`src/pcicfg_pkg.sv`:
```
package pcicfg_pkg;
  // Host I/O locations
  localparam logic [15:0] PCICFG_ADDR_PORT    = 16'h0cf8;
  localparam logic [15:0] PCICFG_DATA_PORT    = 16'h0cfc;
  localparam logic [3:0]  PCICFG_FULL_BE      = 4'hf;
  // Address register layout
  localparam logic [31:0] PCICFG_ADDR_RESET   = 32'h0000_0000;
  localparam logic [31:0] PCICFG_ADDR_WMASK   = 32'h80ff_fffc;
  localparam int          PCICFG_ENABLE_BIT   = 31;
  localparam int          PCICFG_BUS_LSB      = 16;
  localparam int          PCICFG_DEV_LSB      = 11;
  localparam int          PCICFG_FUNC_LSB     = 8;
  localparam int          PCICFG_REG_LSB      = 2;
  // Address phase encoding
  localparam logic [4:0]  PCICFG_BRIDGE_DEV   = 5'h00;
  localparam logic [2:0]  PCICFG_BRIDGE_FUNC  = 3'h0;
  localparam logic [7:0]  PCICFG_LOCAL_BUS    = 8'h00;
  localparam logic [4:0]  PCICFG_MAX_SEL_DEV  = 5'h14;
  localparam int          PCICFG_SEL_BASE     = 11;
  localparam logic [1:0]  PCICFG_TYPE0_CODE   = 2'h0;
  localparam logic [1:0]  PCICFG_TYPE1_CODE   = 2'h1;
endpackage

```
`src/pcicfg_map_if.sv`:
```
`timescale 1ns/1ps
interface pcicfg_map_if;
  logic        wr_en;
  logic [31:0] wr_data;
  logic [31:0] value;
  logic        enable;
  logic [7:0]  bus;
  logic [4:0]  dev;
  logic [2:0]  func;
  logic [5:0]  regn;
  logic [31:0] ad;
  logic        type1;
  logic        internal;
  modport ctrl (output wr_en, output wr_data, input value, input enable, input ad, input type1, input internal,
                input regn);
  modport store (input wr_en, input wr_data, output value, output enable, output bus, output dev, output func,
                 output regn);
  modport map (input bus, input dev, input func, input regn, output ad, output type1, output internal);
endinterface

```
`src/pcicfg_addr_decoder.sv`:
```
`timescale 1ns/1ps
// Summary of operation
// - Claim address register only on DWord access
// - Narrow access to address port forwarded
// - Address register resets to zero
// - Bit 31 enables configuration translation
// - Bus zero: device number picks target
// - Bus zero, other device: type 0
// - Nonzero bus: type 1, bus on AD23:16
// - Device field on AD15:11 for type 1
// - Type 0 decodes at most one select line
// - Bridge is device zero on bus zero
// - Function field driven onto AD10:8
// - Bridge answers internally only function zero
// - Bridge device, nonzero function: unselected type 0
// - Register field driven onto AD7:2
// - Enabled data window accesses become configuration
// - Type 1 low bits 01, rest low
// - Devices above twenty: no select line
module pcicfg_addr_decoder
  import pcicfg_pkg::*;
(
  input  wire logic        clk,
  input  wire logic        resetn,
  input  wire logic        io_valid,
  input  wire logic        io_write,
  input  wire logic [15:0] io_addr,
  input  wire logic [3:0]  io_byte_en,
  input  wire logic [31:0] io_wdata,
  output logic             io_ack,
  output logic [31:0]      io_rdata,
  output logic             io_forward,
  output logic             cfg_req,
  output logic             cfg_internal,
  output logic             cfg_type1,
  output logic             cfg_write,
  output logic [3:0]       cfg_byte_en,
  output logic [31:0]      cfg_ad,
  output logic [5:0]       cfg_reg,
  output logic [31:0]      cfg_wdata,
  output logic             cfg_enable
);
  pcicfg_map_if link();

  pcicfg_addr_store u_store (
    .clk    (clk),
    .resetn (resetn),
    .st     (link.store)
  );

  pcicfg_addr_map u_map (
    .mp (link.map)
  );

  logic hit_addr;
  logic hit_data;
  logic full_dword;
  logic claim_addr;
  logic take_cfg;

  logic        next_io_ack;
  logic [31:0] next_io_rdata;
  logic        next_io_forward;
  logic        next_cfg_req;
  logic        next_cfg_internal;
  logic        next_cfg_type1;
  logic        next_cfg_write;
  logic [3:0]  next_cfg_byte_en;
  logic [31:0] next_cfg_ad;
  logic [5:0]  next_cfg_reg;
  logic [31:0] next_cfg_wdata;
  logic        next_cfg_enable;

  always_comb begin
    hit_addr   = io_valid && (io_addr == PCICFG_ADDR_PORT);
    hit_data   = io_valid && (io_addr[15:2] == PCICFG_DATA_PORT[15:2]);
    full_dword = (io_byte_en == PCICFG_FULL_BE);
    claim_addr = hit_addr && full_dword;
    take_cfg   = hit_data && link.enable;
    link.wr_en   = claim_addr && io_write;
    link.wr_data = io_wdata;
  end

  always_comb begin
    next_io_ack       = claim_addr;
    next_io_rdata     = io_rdata;
    next_io_forward   = io_valid && !claim_addr && !take_cfg;
    next_cfg_req      = take_cfg;
    next_cfg_internal = cfg_internal;
    next_cfg_type1    = cfg_type1;
    next_cfg_write    = cfg_write;
    next_cfg_byte_en  = cfg_byte_en;
    next_cfg_ad       = cfg_ad;
    next_cfg_reg      = cfg_reg;
    next_cfg_wdata    = cfg_wdata;
    next_cfg_enable   = link.enable;
    if (claim_addr && !io_write) begin
      next_io_rdata = link.value;
    end
    if (take_cfg) begin
      next_cfg_internal = link.internal;
      next_cfg_type1    = link.type1;
      next_cfg_write    = io_write;
      next_cfg_byte_en  = io_byte_en;
      next_cfg_ad       = link.ad;
      next_cfg_reg      = link.regn;
      next_cfg_wdata    = io_wdata;
    end
  end

  always_ff @(posedge clk or negedge resetn) begin
    if (!resetn) begin
      io_ack       <= 1'b0;
      io_rdata     <= 32'h0000_0000;
      io_forward   <= 1'b0;
      cfg_req      <= 1'b0;
      cfg_internal <= 1'b0;
      cfg_type1    <= 1'b0;
      cfg_write    <= 1'b0;
      cfg_byte_en  <= 4'h0;
      cfg_ad       <= 32'h0000_0000;
      cfg_reg      <= 6'h00;
      cfg_wdata    <= 32'h0000_0000;
      cfg_enable   <= 1'b0;
    end else begin
      io_ack       <= next_io_ack;
      io_rdata     <= next_io_rdata;
      io_forward   <= next_io_forward;
      cfg_req      <= next_cfg_req;
      cfg_internal <= next_cfg_internal;
      cfg_type1    <= next_cfg_type1;
      cfg_write    <= next_cfg_write;
      cfg_byte_en  <= next_cfg_byte_en;
      cfg_ad       <= next_cfg_ad;
      cfg_reg      <= next_cfg_reg;
      cfg_wdata    <= next_cfg_wdata;
      cfg_enable   <= next_cfg_enable;
    end
  end

  // Checks
  chk_dword_claim: assert property (@(posedge clk) disable iff (!resetn)
    io_valid && io_addr == PCICFG_ADDR_PORT && io_byte_en == PCICFG_FULL_BE |=> io_ack && !io_forward)
    else $error("full dword access to address port not claimed");

  chk_narrow_pass: assert property (@(posedge clk) disable iff (!resetn)
    io_valid && io_addr == PCICFG_ADDR_PORT && io_byte_en != PCICFG_FULL_BE
      |=> io_forward && !io_ack && $stable(link.value))
    else $error("narrow access to address port touched register");

  chk_reset_zero: assert property (@(posedge clk)
    $rose(resetn) |-> link.value == PCICFG_ADDR_RESET && !cfg_enable)
    else $error("address register not zero after reset");

  chk_enable_gate: assert property (@(posedge clk) disable iff (!resetn)
    hit_data && !link.enable |=> !cfg_req && io_forward)
    else $error("data window translated while disabled");

  chk_window_cfg: assert property (@(posedge clk) disable iff (!resetn)
    hit_data && link.enable |=> cfg_req && cfg_ad == $past(link.ad) && cfg_reg == $past(link.regn))
    else $error("enabled data window access not converted");

  chk_type1_layout: assert property (@(posedge clk) disable iff (!resetn)
    cfg_req && cfg_type1 |-> cfg_ad[1:0] == PCICFG_TYPE1_CODE && cfg_ad[31:24] == 8'h00 && cfg_ad[23:16] != 8'h00)
    else $error("type 1 address phase malformed");

  chk_type0_onehot: assert property (@(posedge clk) disable iff (!resetn)
    cfg_req && !cfg_type1 |-> $onehot0(cfg_ad[31:11]) && !cfg_ad[11] && cfg_ad[1:0] == PCICFG_TYPE0_CODE)
    else $error("type 0 select lines malformed");

  chk_high_dev: assert property (@(posedge clk) disable iff (!resetn)
    take_cfg && !link.type1 && link.dev > PCICFG_MAX_SEL_DEV |=> cfg_ad[31:11] == 21'h0 && !cfg_internal)
    else $error("device above twenty got a select line");

  chk_func_abort: assert property (@(posedge clk) disable iff (!resetn)
    take_cfg && !link.type1 && link.dev == PCICFG_BRIDGE_DEV && link.func != PCICFG_BRIDGE_FUNC
      |=> !cfg_internal && cfg_ad[31:11] == 21'h0)
    else $error("bridge nonzero function not sent as unselected type 0");

  chk_low_fields: assert property (@(posedge clk) disable iff (!resetn)
    take_cfg |=> cfg_ad[10:2] == $past(link.value[10:2]))
    else $error("function or register field misplaced");

  chk_reserved_zero: assert property (@(posedge clk) disable iff (!resetn)
    (link.value & ~PCICFG_ADDR_WMASK) == 32'h0)
    else $error("reserved address bits not zero");

  // Address register access
  chk_write_lands: assert property (@(posedge clk) disable iff (!resetn)
    claim_addr && io_write |=> link.value == ($past(io_wdata) & PCICFG_ADDR_WMASK))
    else $error("claimed dword write did not reach the address register");

  chk_read_value: assert property (@(posedge clk) disable iff (!resetn)
    claim_addr && !io_write |=> io_ack && io_rdata == $past(link.value))
    else $error("address register read returned wrong value");

  chk_rdata_hold: assert property (@(posedge clk) disable iff (!resetn)
    !(claim_addr && !io_write) |=> $stable(io_rdata))
    else $error("read data changed without a register read");

  chk_ack_kind: assert property (@(posedge clk) disable iff (!resetn)
    io_ack |-> $past(claim_addr))
    else $error("acknowledge without a claimed dword access");

  chk_value_kept: assert property (@(posedge clk) disable iff (!resetn)
    !(claim_addr && io_write) |=> $stable(link.value))
    else $error("address register changed without a claimed write");

  chk_forward_kept: assert property (@(posedge clk) disable iff (!resetn)
    io_forward |-> $stable(link.value) && !io_ack && !cfg_req)
    else $error("forwarded access touched the address register");

  chk_forward_kind: assert property (@(posedge clk) disable iff (!resetn)
    io_forward |-> $past(io_valid) && !$past(claim_addr))
    else $error("forward pulse without an unclaimed request");

  chk_one_answer: assert property (@(posedge clk) disable iff (!resetn)
    io_valid |=> $onehot({io_ack, io_forward, cfg_req}))
    else $error("request did not get exactly one answer");

  chk_idle_quiet: assert property (@(posedge clk) disable iff (!resetn)
    !io_valid |=> !io_ack && !io_forward && !cfg_req)
    else $error("answer pulse without a request");

  chk_other_port: assert property (@(posedge clk) disable iff (!resetn)
    io_valid && !hit_addr && !hit_data |=> io_forward)
    else $error("access to another port not forwarded");

  chk_reset_outputs: assert property (@(posedge clk)
    $rose(resetn) |-> !io_ack && !io_forward && !cfg_req
      && io_rdata == 32'h0000_0000 && cfg_ad == 32'h0000_0000)
    else $error("outputs not cleared after reset");

  chk_enable_copy: assert property (@(posedge clk) disable iff (!resetn)
    cfg_enable == $past(link.enable))
    else $error("enable copy does not follow bit 31");

  // Translation of data window accesses
  chk_disabled_quiet: assert property (@(posedge clk) disable iff (!resetn)
    !link.enable |=> !cfg_req)
    else $error("configuration request while translation disabled");

  chk_bus_zero: assert property (@(posedge clk) disable iff (!resetn)
    take_cfg && link.bus == PCICFG_LOCAL_BUS |=> cfg_req && !cfg_type1)
    else $error("bus zero access not sent as type 0 or internal");

  chk_type0_code: assert property (@(posedge clk) disable iff (!resetn)
    take_cfg && link.bus == PCICFG_LOCAL_BUS && link.dev != PCICFG_BRIDGE_DEV
      |=> !cfg_internal && cfg_ad[1:0] == PCICFG_TYPE0_CODE)
    else $error("other device on bus zero not sent as type 0");

  chk_type0_low: assert property (@(posedge clk) disable iff (!resetn)
    take_cfg && !link.type1 |=> cfg_ad[10:0] == {$past(link.func), $past(link.regn), PCICFG_TYPE0_CODE})
    else $error("type 0 low address bits wrong");

  chk_type1_bus: assert property (@(posedge clk) disable iff (!resetn)
    take_cfg && link.bus != PCICFG_LOCAL_BUS
      |=> cfg_type1 && !cfg_internal && cfg_ad[23:16] == $past(link.bus))
    else $error("nonzero bus not sent as type 1 with bus number");

  chk_type1_device: assert property (@(posedge clk) disable iff (!resetn)
    take_cfg && link.type1 |=> cfg_ad[15:11] == $past(link.dev))
    else $error("device number not on type 1 address lines");

  chk_select_line: assert property (@(posedge clk) disable iff (!resetn)
    take_cfg && !link.type1 && link.dev != PCICFG_BRIDGE_DEV && link.dev <= PCICFG_MAX_SEL_DEV
      |=> cfg_ad[31:11] == (21'h1 << $past(link.dev)))
    else $error("wrong select line for type 0 device");

  chk_bridge_local: assert property (@(posedge clk) disable iff (!resetn)
    take_cfg && link.bus == PCICFG_LOCAL_BUS && link.dev == PCICFG_BRIDGE_DEV
      && link.func == PCICFG_BRIDGE_FUNC |=> cfg_internal && !cfg_type1)
    else $error("bridge function zero not handled internally");

  chk_func_field: assert property (@(posedge clk) disable iff (!resetn)
    take_cfg |=> cfg_ad[10:8] == $past(link.func))
    else $error("function number not on its address lines");

  chk_internal_only: assert property (@(posedge clk) disable iff (!resetn)
    cfg_req && cfg_internal |-> !cfg_type1 && cfg_ad[31:8] == 24'h00_0000)
    else $error("internal access not for function zero of the bridge");

  chk_reg_field: assert property (@(posedge clk) disable iff (!resetn)
    take_cfg |=> cfg_reg == $past(link.regn) && cfg_ad[7:2] == $past(link.regn))
    else $error("register number not on its address lines");

  chk_window_data: assert property (@(posedge clk) disable iff (!resetn)
    take_cfg |=> cfg_write == $past(io_write) && cfg_byte_en == $past(io_byte_en)
      && cfg_wdata == $past(io_wdata))
    else $error("data window access details not passed on");

  chk_window_bytes: assert property (@(posedge clk) disable iff (!resetn)
    hit_data && link.enable && !full_dword |=> cfg_req && !io_forward)
    else $error("narrow data window access not converted");

  chk_cfg_hold: assert property (@(posedge clk) disable iff (!resetn)
    !take_cfg |=> $stable(cfg_ad) && $stable(cfg_type1) && $stable(cfg_internal) && $stable(cfg_reg))
    else $error("configuration outputs changed without a request");

  chk_type1_word: assert property (@(posedge clk) disable iff (!resetn)
    take_cfg && link.type1 |=> cfg_ad == {8'h00, $past(link.value[23:2]), PCICFG_TYPE1_CODE})
    else $error("type 1 address word wrong");

  chk_high_type0: assert property (@(posedge clk) disable iff (!resetn)
    take_cfg && link.bus == PCICFG_LOCAL_BUS && link.dev > PCICFG_MAX_SEL_DEV
      |=> !cfg_type1 && !cfg_internal && cfg_ad[1:0] == PCICFG_TYPE0_CODE)
    else $error("device above twenty not sent as type 0");
endmodule // pcicfg_addr_decoder

```
`src/pcicfg_addr_store.sv`:
```
`timescale 1ns/1ps
module pcicfg_addr_store
  import pcicfg_pkg::*;
(
  input  wire logic  clk,
  input  wire logic  resetn,
  pcicfg_map_if.store st
);
  logic [31:0] value;
  logic [31:0] next_value;

  always_comb begin
    next_value = value;
    if (st.wr_en) begin
      next_value = st.wr_data & PCICFG_ADDR_WMASK;
    end
  end

  always_ff @(posedge clk or negedge resetn) begin
    if (!resetn) begin
      value <= PCICFG_ADDR_RESET;
    end else begin
      value <= next_value;
    end
  end

  assign st.value  = value;
  assign st.enable = value[PCICFG_ENABLE_BIT];
  assign st.bus    = value[PCICFG_BUS_LSB +: 8];
  assign st.dev    = value[PCICFG_DEV_LSB +: 5];
  assign st.func   = value[PCICFG_FUNC_LSB +: 3];
  assign st.regn   = value[PCICFG_REG_LSB +: 6];
endmodule // pcicfg_addr_store

```
`src/pcicfg_addr_map.sv`:
```
`timescale 1ns/1ps
module pcicfg_addr_map
  import pcicfg_pkg::*;
(
  pcicfg_map_if.map mp
);
  // One select line per device 1..20; bridge and devices above 20 get none
  function automatic logic [20:0] pcicfg_select(input logic [4:0] dev);
    logic [20:0] sel;
    sel = 21'h0;
    for (int d = 1; d <= 20; d++) begin
      if (dev == 5'(d)) begin
        sel[d] = 1'b1;
      end
    end
    return sel;
  endfunction

  logic is_local;

  always_comb begin
    is_local    = (mp.bus == PCICFG_LOCAL_BUS);
    mp.type1    = !is_local;
    mp.internal = is_local && (mp.dev == PCICFG_BRIDGE_DEV) && (mp.func == PCICFG_BRIDGE_FUNC);
    if (is_local) begin
      mp.ad = {pcicfg_select(mp.dev), mp.func, mp.regn, PCICFG_TYPE0_CODE};
    end else begin
      mp.ad = {8'h00, mp.bus, mp.dev, mp.func, mp.regn, PCICFG_TYPE1_CODE};
    end
  end
endmodule // pcicfg_addr_map

```
`config.mk`:
```
export PLATFORM = sky130hd
export DESIGN_NAME = pcicfg_addr_decoder
export DESIGN_NICKNAME = d
export VERILOG_FILES = /design/src/pcicfg_pkg.sv /design/src/pcicfg_map_if.sv /design/src/pcicfg_addr_decoder.sv /design/src/pcicfg_addr_store.sv /design/src/pcicfg_addr_map.sv
export SDC_FILE = /design/constraint.sdc
export NUM_CORES = 1
export LEC_CHECK = 0
export BUFFER_PORTS_ARGS = -buffer_cell sky130_fd_sc_hd__buf_2
export CAP_MARGIN = 20
export CORE_UTILIZATION = 45
export CTS_CLUSTER_SIZE = 40
export DETAILED_ROUTE_END_ITERATION = 8
export GPL_TIMING_DRIVEN = 0
export HOLD_SLACK_MARGIN = 0.05
export PLACE_DENSITY = 0.76
export SLEW_MARGIN = 15
export SYNTH_ARGS = -nofsm -noshare
export SYNTH_HDL_FRONTEND = slang
export SYNTH_SLANG_ARGS = --single-unit
export TNS_END_PERCENT = 1
```
`constraint.sdc`:
```
create_clock -name clk -period 1.7 [get_ports clk]
set_input_delay 0.255 -clock clk [delete_from_list [all_inputs] [get_ports clk]]
set_output_delay 0.255 -clock clk [all_outputs]
set_load 0.01 [all_outputs]
```
=== Word level (Yosys, flattened, before mapping) ===
Index checks and enable logic that the tools add are counted.

* Register bits after elaboration: 127
* Output and inout port bits: 113
* Bits in latches: 0
* Bits in read-only memories: 0
* Memories: 0
* Word-level logic and storage cells: 74
* Input port bits: 56
* RAM bits: 0

* Multiplexer cells: 21
* $add $sub $neg: 0
* Bitwise gates (word level): 0
* Equal/unequal tests: 23
* Shift operators: 0
* Divide/modulo/power cells: 0
* $mul: 0
* Order comparisons: 0
* Reductions and logical operators: 17

{| class="wikitable"
|+ Operator list
! kind !! count
|-
| $eq 5x4->1 const B || 8
|-
| $mux 32 || 1
|-
| $eq 5x5->1 const B || 5
|-
| $eq 5x3->1 const B || 4
|-
| $mux 1 || 20
|-
| $eq 16x12->1 const B || 1
|-
| $eq 14x10->1 const B || 1
|-
| $eq 5x2->1 const B || 2
|-
| $logic_and 1x1->1 || 10
|-
| $logic_not 8->1 || 1
|-
| $eq 5x1->1 const B || 1
|-
| $logic_not 5->1 || 1
|-
| $eq 4x4->1 const B || 1
|-
| $logic_not 1->1 || 4
|-
| $logic_not 3->1 || 1
|}

=== Logic depth before layout (Yosys ltp) ===
Gate-level depths: netlist (run 1).

* Word-level depth: 6
* Depth in mapped cells: 7
* Gate-level depth less buffers: 5

=== Hierarchy ===
Synthesis (run 1) repeated with hierarchy kept, for this count alone.

* Cell total of the unflattened synthesis: 392
* Area total of the unflattened synthesis: 5,796.8 sq um

{| class="wikitable"
|+ By module, submodules not included
! module !! area an instance (sq um) !! instances !! sequential area each (sq um) !! cells each
|-
| pcicfg_addr_decoder || 4,265.3 || 1 || 2,827.7 || 251
|-
| pcicfg_addr_store || 1,101.1 || 1 || 575.6 || 81
|-
| pcicfg_addr_map || 430.4 || 1 || 0.0 || 60
|}

=== Worst setup path after synthesis (run 1) ===
No wires, ideal clock.

* Kind: input-to-reg
* Start point: input port io_addr[13]
* End point: register cfg_ad[22]
* Path buffers: 2
* Required time: 1,575 ps
* Slack: -241 ps
* Data arrival time: 1,817 ps
* Stages: 6
* Library setup time: 125 ps
* Path through: or4_1 or4_1 buf_2 buf_6 a311oi_1 nor2_1

* Word-level cells in the longest chain between the ends: 3

{| class="wikitable"
|+ Ends and longest elaborated chain
! what !! RTL line !! source
|-
| from (decl) || pcicfg_addr_decoder.sv:27 || <nowiki>input wire logic [15:0] io_addr,</nowiki>
|-
| $eq 14x10->1 || pcicfg_addr_decoder.sv:76 || <nowiki>hit_data = io_valid && (io_addr[15:2] == PCICFG_DATA_PORT[15:2]);</nowiki>
|-
| $logic_and 1x1->1 || pcicfg_addr_decoder.sv:76 ||
|-
| $logic_and 1x1->1 || pcicfg_addr_decoder.sv:79 || <nowiki>take_cfg = hit_data && link.enable;</nowiki>
|-
| to (signal assigned) || pcicfg_addr_decoder.sv:134 || <nowiki>cfg_ad <= next_cfg_ad;</nowiki>
|-
| to (decl) || pcicfg_addr_decoder.sv:38 || <nowiki>output logic [31:0] cfg_ad,</nowiki>
|}

No other way between the ends.
A chain may end at the register's enable or synchronous reset.

=== Worst setup path in the final report (run 1) ===
* Start point: register u_store.value[19] (netlist: u_store.st.value[19])
* End point: register cfg_ad[28]

* Word-level cells in the longest chain between the ends: 2

{| class="wikitable"
|+ Ends and longest elaborated chain
! what !! RTL line !! source
|-
| from (decl) || pcicfg_addr_store.sv:9 || <nowiki>logic [31:0] value;</nowiki>
|-
| from (signal assigned) || pcicfg_addr_store.sv:23 || <nowiki>value <= next_value;</nowiki>
|-
| $logic_not 8->1 || pcicfg_addr_map.sv:22 || <nowiki>is_local = (mp.bus == PCICFG_LOCAL_BUS);</nowiki>
|-
| $mux 32 || pcicfg_addr_map.sv:25 || <nowiki>if (is_local) begin</nowiki>
|}

No other way between the ends.

==> impl_results.md, run 1 <==
* Clock Pin Slew Worst Setup and Hold Paths at ~60 ps
* Final hold violation count at 0
* Critical path arrival at 2180 ps
* Remaining Overflow, GRT at 0
* Achievable Freq at between 500 and 600 MHz
* IO buf count at 158
* Failing checks: negative setup slack
* CTS Buf Count at 17
* Residual DRC at 0
* Register area at 2980 um2
* Antenna Nets Post-Route at 0
* I/O pins at about 170
* Routed met3 length at 751 um
* Register-to-Register Setup Slack at -60 ps
* Cells after synthesis at ~460
* RD Place Congestion at 0.826
* DP Wirelength at approximately 8900 um
* Fin nets at 744
* Multi-input logic area at 1790 um2
* P&R area growth vs syn at 45.6%
* Crit-path max FO at 6
* Biggest regs: cfg_wdata (32), cfg_ad (26)
* Pwr per Cell Area at between 900 and 1000 nW/um2
* DR WL/cell at 15.7 um
* GRT Util Overall at 25.0%
* Max Transition Viols Final at 0
* Worst-Skew Late Latency at 510 ps
* Chip width at 106 um
* Initial Utilization at 46.8%
* Commonest cells after routing, fill and taps aside: nand2_1 (161), buf_2 (158), dfrtp_1 (119), mux2_2 (42), dlygate4sd3_1 (40)
* Pre-CTS setup slack at -581 ps
* CTS tree: done
* DRT iter0 DRCs at 257
* CTS sink cnt at 119
* P_leak at 4.05 nW
* Min setup slack post-route at -61.3 ps
* CTS root buf: clkbuf_8
* Outcome: complete, but fails checks
* CTS H-tree lvls at 4
* Register bank with the most flops: cfg_wdata
* Router iterations before antenna repair at 4
* Final Power at 0.00642 W
* Sequential fraction of the synthesis area at 61.0%
* Slew @ Worst Pin at 616 ps
* Fill count at 798
* Max-cap violation count at 0
* Peak supply drop at 0.612 mV
* Crit. End Element: flip-flop
* Antenna violations before repair at 0
* Vias at 4167
* Yosys reg bits at about 120
* Met2 wire len at 6650 um
* Top Metal Used: met4
* Clock tree buffer depth at 2
* RSZ-0062 raised after global routing: yes
* Synth warnings at 0
* Startpoint types: flip-flop
* Synthesized area per cell at 10.7 um2
* Largest register FFs at 32
* Die Ht at 106 um
* Worst rel slew slack at between 50 and 60%
* Total Die Area at between 10000 and 15000 um2
* Final Critical Period at about 1800 ps
* Share of cells above drive strength 1 at 41.4%
* Unique masters post-synth at 37
* Met1 wire length at 5370 um
* Vias/cell at ~5
* Setup Skew at 11.8 ps
* Crit share post-route at 104%
* Req. time, crit path at 2120 ps
* # rows at 37
* Largest net degree at the start of global routing at between 60 and 70
* Routed wire length at 13100 um
* WS Path Type: reg -> reg
* Core area at 10400 um2
* Cell area after synthesis at slightly below 5000 um2
* Commonest non-fill, non-tap cell in the layout: nand2_1
* Setup TNS at -609 ps
* Global-route wire length before repair at ~21000 um
* Vias in the first global route at 4078
* Worst min-delay path class: in -> reg
* # diodes at 0
* Final setup viols at 17
## kinds of logic after synthesis
family                 count (synthesis)  synth area share, %
muxes                                 47                 10.8
and+or+nand+nor                      218                 19.4
buffers and inverters                 45                 5.39
AOI/OAI and AO/OA                     27                 3.31
DFF                                  119                 61.0
other                                  1               0.0769
## routing by layer
metal	vias to the layer above	GRT usage, %
met5	-	0
met4	0	11.1
met3	29	6.38
met2	170	41.9
met1	2003	30.5
li1	1965	-
## layout make-up
class,instances,share of cell area (%)
well taps,136,2.40
multi-input cells,302,25.2
clock buffers,17,5.83
plain buffers,39,4.40
inverters,4,0.282
repair buffers,205,17.9
clock inverters,15,2.03
flip-flops and latches,119,41.9
## final timing paths
kind | start | endpoint | depth (start not counted)
max | u_store.st.value[19] | cfg_ad[28] | 4
min | io_byte_en[0] | io_ack | 3
max reg2reg | u_store.st.value[19] | cfg_ad[28] | 4
min reg2reg | cfg_wdata[30] | cfg_wdata[30] | 2
max in group asynchronous | resetn | cfg_internal | 3
min in group asynchronous | resetn | cfg_wdata[28] | 2
## worst max-delay path, cell delays in order (launching register included)
cell and delay (ps):
dfrtp_1 430, or4_4 630, nor4_4 320, nand2_1 130, o21ai_2 160
## through the flow
stage               hold WS, ps  util (%)  cells  instance area (um2)
floorplan                 -40.6         -    466                 4960
global placement            443      56.9    760                 5920
detailed placement          230      57.2    761                 5960
CTS                         151      67.4    833                 7020
global route                150      68.2    837                 7100
finish                      154      68.2    837                 7100
## report_power, final
part	switching, W	internal (W)	total [W]	leakage [nW]
clock	0.00136	0.00196	0.00333	0.262
combinational	0.000121	0.000135	0.000256	2.13
sequential	0.000000268	0.00283	0.00283	1.66
total	0.00148	0.00493	0.00642	4.05
## what timing repair did
| action | CTS | global route |
|---|---|---|
| gates resized for setup | 25 | 16 |
| setup buffers | 1 | 4 |
| endpoints found under the setup margin | 86 | 52 |
| hold buffers | 41 | 0 |
| pin swaps | 7 | 11 |
| cloned | 0 | 0 |
| endpoints found under the hold margin | 113 | 0 |
## cell usage after synthesis
library cell    n  share of area, %
a211oi_1        4              0.62
a21boi_0        1              0.15
a21oi_1         2              0.21
a221oi_1        1              0.18
a311oi_1        1              0.18
a31oi_1         2              0.26
a41oi_1         1              0.18
and3_1          1              0.13
and4_1          1              0.18
and4b_1         2              0.41
buf_2          11               1.1
buf_4          19               2.9
buf_6           1              0.23
clkbuf_1       10              0.77
clkinv_2        1              0.10
conb_1          1             0.077
dfrtp_1       119                61
inv_1           3              0.23
mux2_1          4              0.92
mux2_2         42               9.7
mux2i_1         1              0.21
nand2_1       161                12
nand2b_1        2              0.26
nand3_1         8              0.82
nand4_1         4              0.51
nand4b_1        2              0.36
nor2_1         14               1.1
nor2b_1         3              0.38
nor3_1          3              0.31
nor3b_1         3              0.46
nor3b_2         1              0.26
nor4_1          7              0.90
o21ai_0         6              0.62
o21ai_1         9              0.92
or3_1           1              0.13
or3b_1          1              0.18
or4_1           4              0.62
Power figures use the tool's default switching activity.
==> run 2: changes to the inputs <==
Settings changed: HOLD_SLACK_MARGIN 0.05 to unset.
Clock period 1.7 ns to 1.5 ns, I/O delays scaled along.
==> run 2 against run 1 <==
  * The run still ends with negative setup slack left
  * Fmax down 2.0%
  * Core utilization up 0.64 points
  * First-iteration DRC count up 22%
  * Largest power group unchanged
  * Sequential power up 13%
  * Non-clock buffer count unchanged
  * Die area unchanged
==> impl_results.md, run 2 (synthesis gave the netlist of run 1 again) <==
* Outcome: complete, but fails checks
* Failing checks: negative setup slack
* Largest net degree at the start of global routing at between 60 and 70
* Dpl cells at 761
* Register bank with the most flops: cfg_wdata
* Fin nets at 744
* CP Cell Sequence: or4_4 > buf_6 > nor4_4 > buf_4 > a311oi_2 > nor2_1
* # diodes at 0
* Biggest regs: cfg_wdata (32), cfg_ad (26)
* Family with the most delay on the worst path: simple AND/OR/NAND/NOR gates
* I/O pins at roughly 170
* Vias in the first global route at 4048
* Setup Skew at just over 7 ps
* Fill count at 790
* IO buf count at roughly 160
* Antenna Nets Post-Route at 0
* Final Critical Period at ~1800 ps
* Vias/cell at about 5.0
* Crit. End Element: flip-flop
* GRT Util Overall at approximately a quarter
* P_leak at 4.05 nW
* CTS sink cnt at around 120
* Die Ht at 106 um
* CTS Buf Count at 17
* Largest register FFs at 32
* Req. time, crit path at around 1900 ps
* Share of cells above drive strength 1 at 42.2%
* Total Die Area at about 11000 um2
* Critical path's largest stage delay at 590 ps
* Antenna violations before repair at 0
* Startpoint types: flip-flop
* Clock Pin Slew Worst Setup and Hold Paths at 60 ps
* DR WL/cell at 15.8 um
* CTS H-tree lvls at 4
* Max-cap violation count at 0
* DP Wirelength at 8870 um
* Critical path arrival at between 2000 and 2500 ps
* Remaining Overflow, GRT at 0
* Min setup slack post-route at -297 ps
* RD Place Congestion at 0.826
* Crit-path max FO at 4
* WS Path Type: reg -> reg
* WP buf/inv at 2
* Final setup viols at 53
* Slowest cell on crit path: or4_4
* CTS root buf: clkbuf_8
* Residual DRC at 0
* Worst min-delay path class: in -> reg
* Router iterations before antenna repair at 4
* Vias at between 4000 and 5000
* Crit share post-route at 120%
* Commonest cells after routing, fill and taps aside: nand2_1 (161), buf_2 (156), dfrtp_1 (118), dlygate4sd3_1 (38), mux2_2 (31)
* Non-filler cells, final at 837
* Achievable Freq at 556 MHz
* Global-route wire length before repair at 21300 um
* Slew @ Worst Pin at 622 ps
* Setup TNS at -5850 ps
* Peak supply drop at 0.692 mV
* # rows at 37
* Core area at ~10000 um2
* Commonest non-fill, non-tap cell in the layout: nand2_1
* Worst rel slew slack at 58.5%
* DRT iter0 DRCs at 314
* Clock tree buffer depth at 2
* Max Transition Viols Final at 0
* Initial Utilization at 46.8%
* Final hold violation count at 0
* CTS tree: done
* Pwr per Cell Area at 1020 nW/um2
* P&R area growth vs syn at 47.0%
* Routed wire length at about 13000 um
* RSZ-0062 raised after global routing: yes
* Chip width at 106 um
* Worst-Skew Late Latency at 510 ps
* Pre-CTS setup slack at -751 ps
==> run 2: final timing paths <==
path | from | end | slack [ps] | cells past startpoint
worst max register to register | u_store.st.value[17] | cfg_ad[22] | -300 | 6
min in group asynchronous | resetn | cfg_wdata[28] | 220 | 2
worst max-delay path | u_store.st.value[17] | cfg_ad[22] | -300 | 6
worst min register to register | cfg_wdata[30] | cfg_wdata[30] | 460 | 2
worst min-delay path | io_addr[14] | io_ack | 20 | 4
max in group asynchronous | resetn | cfg_ad[28] | 590 | 3
==> run 2: cell type report <==
type / instances / area [um2] / share of cell area (%)
repair buffers: 206 / 1280 / 17.9
well taps: 136 / 170 / 2.37
flip-flops and latches: 119 / 2980 / 41.5
inverters: 4 / 20.0 / 0.279
clock inverters: 15 / 144 / 2.01
plain buffers: 38 / 319 / 4.45
clock buffers: 17 / 414 / 5.78
multi-input cells: 302 / 1840 / 25.7
==> run 2: power breakdown <==
group / internal [W] / switching (W)
sequential: 0.00321 / 0.000000304
clock: 0.00222 / 0.00156
combinational: 0.000151 / 0.000136
==> run 2: through the flow <==
stage | hold slack (ps) | total power [W] | utilization, % | instance area (um2)
floorplan | -70.6 | 0.00331 | - | 4960
global placement | 422 | 0.00346 | 56.9 | 5920
detailed placement | 200 | 0.00348 | 57.2 | 5960
CTS | 13.0 | 0.00733 | 68.0 | 7090
global route | 25.0 | 0.00751 | 68.8 | 7170
finish | 18.1 | 0.00728 | 68.8 | 7170
==> run 2: metal layers <==
layer	track usage [%]	vias to the layer above	routed length (um)
met2	42.6	155	6740
met3	5.33	29	734
met4	11.0	0	361
met5	0	-	0
met1	30.9	2001	5400
li1	-	1971	-
==> run 2: tightest hold or removal path: stages <==
cell,delay (ps)
buf_4,100
nor4_4,40
nand3_1,60
nor2_1,60
==> run 2: repair_timing <==
action,in CTS,in global routing
pin swaps,15,7
buffers inserted,8,1
cloned,0,0
hold endpoints to repair,111,0
hold buffers,38,0
endpoints found under the setup margin,111,110
gates resized for setup,42,22
==> run 3: changes to the inputs <==
Settings changed: REMOVE_ABC_BUFFERS set to 1.
==> run 3 against run 2 <==
  * Global-route usage is 1.6 points lower
  * Clock skew is 0.85 ps higher
  * Critical path type unchanged
  * Via count is 4.2% lower
  * The flow still finishes with violations (negative setup slack)
  * Highest routed layer unchanged
  * Critical endpoint is now cfg_ad[30]
==> impl_results.md, run 3 (synthesis gave the netlist of run 1 again) <==
* Worst r2r src: u_store.st.value[16]
* IO buf count at 158
* Comb pwr share at 3.7%
* Clock tree buffer depth at 2
* CTS tree: done
* CTS root buf: clkbuf_8
* CTS Buf Count at 17
* I/O pins at 169
* Routed wire length at around 13000 um
* Total Die Area at 11300 um2
* Setup Skew at 8.07 ps
* Residual DRC at 0
* CTS H-tree lvls at 4
* CP startpoint: u_store.st.value[16]
* Failing checks: negative setup slack
* P&R area growth vs syn at 41.7%
* Die Ht at 106 um
* Max Transition Viols Final at 0
* Critical path arrival at 2180 ps
* Antenna violations before repair at 0
* Psw at 0.00148 W
* Final Power at 0.00731 W
* Core area at 10400 um2
* Outcome: complete, but fails checks
* Pwr per Cell Area at 1060 nW/um2
* WS Path Type: reg -> reg
* DRT iter0 DRCs at between 150 and 200
* Antenna Nets Post-Route at 0
* Chip width at between 100 and 150 um
* Crit share post-route at 118%
* Remaining Overflow, GRT at 0
* Switching share of power at 20.3%
* CTS sink cnt at between 100 and 150
* P_int at 0.00583 W
* Initial Utilization at 46.8%
* Slew @ Worst Pin at approximately 550 ps
* Startpoint types: flip-flop
* Largest net degree at the start of global routing at 64
* Biggest regs: cfg_wdata (32), cfg_ad (26)
* Vias/cell at 4.97
* Share of cells above drive strength 1 at 39.2%
* Vias in the first global route at 3961
* P_leak at between 3 and 4 nW
* DR WL/cell at 15.7 um
* Req. time, crit path at 1920 ps
* Router iterations before antenna repair at 4
* Worst-Skew Late Latency at 490 ps
* Final Critical Period at 1770 ps
* Flop pwr share at 44.0%
* Crit-path max FO at 6
* Final Util at 66.4%
* Worst rel slew slack at 63.5%
* Global-route wire length before repair at a little over 20000 um
* Final hold violation count at 0
* Largest register FFs at 32
* Worst min-delay path class: in -> reg
* Register bank with the most flops: cfg_wdata
* Commonest cells after routing, fill and taps aside: nand2_1 (159), buf_2 (156), dfrtp_1 (118), mux2_2 (42), dlygate4sd3_1 (38)
* RSZ-0062 raised after global routing: yes
* GRT Util Overall at 23.5%
* Final Cell Area at 6910 um2
* Cell Area, Placed at 5730 um2
* Max-cap violation count at 0
* Fin nets at approximately 700
* Setup TNS at -6680 ps
* Peak supply drop at 0.633 mV
* # diodes at 0
* Min setup slack post-route at -269 ps
* DP Wirelength at 7850 um
* Final setup viols at between 70 and 80
* Clock Pin Slew Worst Setup and Hold Paths at 50 ps
* Clock share of power at 52.3%
* # rows at 37
* RD Place Congestion at 0.744
* Achievable Freq at 565 MHz
* Commonest non-fill, non-tap cell in the layout: nand2_1
* Vias at 3982
* Crit. End Element: flip-flop
* Critical hold path startpoint: io_write
[run 3: power groups by stage]
stage | Combinational (W) | Clock (W) | Sequential (W)
6_report | 0.000271 | 0.00382 | 0.00321
4_1_cts | 0.000267 | 0.00390 | 0.00321
5_1_grt | 0.000302 | 0.00404 | 0.00321
2_1_floorplan | 0.0000210 | 0 | 0.00327
3_5_place_dp | 0.000185 | 0 | 0.00327
3_3_place_gp | 0.000166 | 0 | 0.00327
[run 3: through the flow]
step,worst slack (ps),cells,hold WS [ps]
CTS,-292,798,1.60
finish,-269,802,36.7
floorplan,-1660,425,-70.6
global placement,-3090,719,424
detailed placement,-1170,723,231
global route,-387,802,8.42
[run 3: area by class of cell]
class,instances,area [um2]
clock buffers,23,467
clock inverters,8,97.6
fillers,836,3500
inverters,4,41.3
multi-input cells,303,1800
flip-flops and latches,119,2980
well taps,136,170
repair buffers,209,1360
[run 3: worst paths after layout]
kind                            slack [ps]  cells after the start                   end
worst max-delay path                  -270                      5            cfg_ad[30]
worst min-delay path                    40                      3             cfg_write
worst max register to register        -270                      5            cfg_ad[30]
worst min register to register         450                      0            cfg_enable
max in group asynchronous              520                      3  u_store.st.value[16]
min in group asynchronous              270                      2         cfg_wdata[22]
[run 3: metal layers]
| layer | up-vias | wire (um) | GRT usage, % |
|---|---|---|---|
| met4 | 0 | 204 | 8.43 |
| li1 | 1894 | - | - |
| met2 | 129 | 6460 | 40.4 |
| met5 | - | 0 | 0 |
| met1 | 1940 | 5290 | 28.2 |
| met3 | 19 | 650 | 6.38 |
[run 3: repair_timing]
action / 4_1_cts / 5_1_grt
setup buffers: 5 / 4
setup endpoints to repair: 117 / 84
endpoints found under the hold margin: 116 / 0
pin swaps: 12 / 15
cloned: 1 / 0
resized for setup: 24 / 9
hold buffers: 38 / 0
[run 3: critical path, cell delays in order (launching register included)]
cell,delay (ps)
dfrtp_2,430
or4_4,620
buf_4,180
nor4_4,210
nand3_1,120
o21ai_1,130
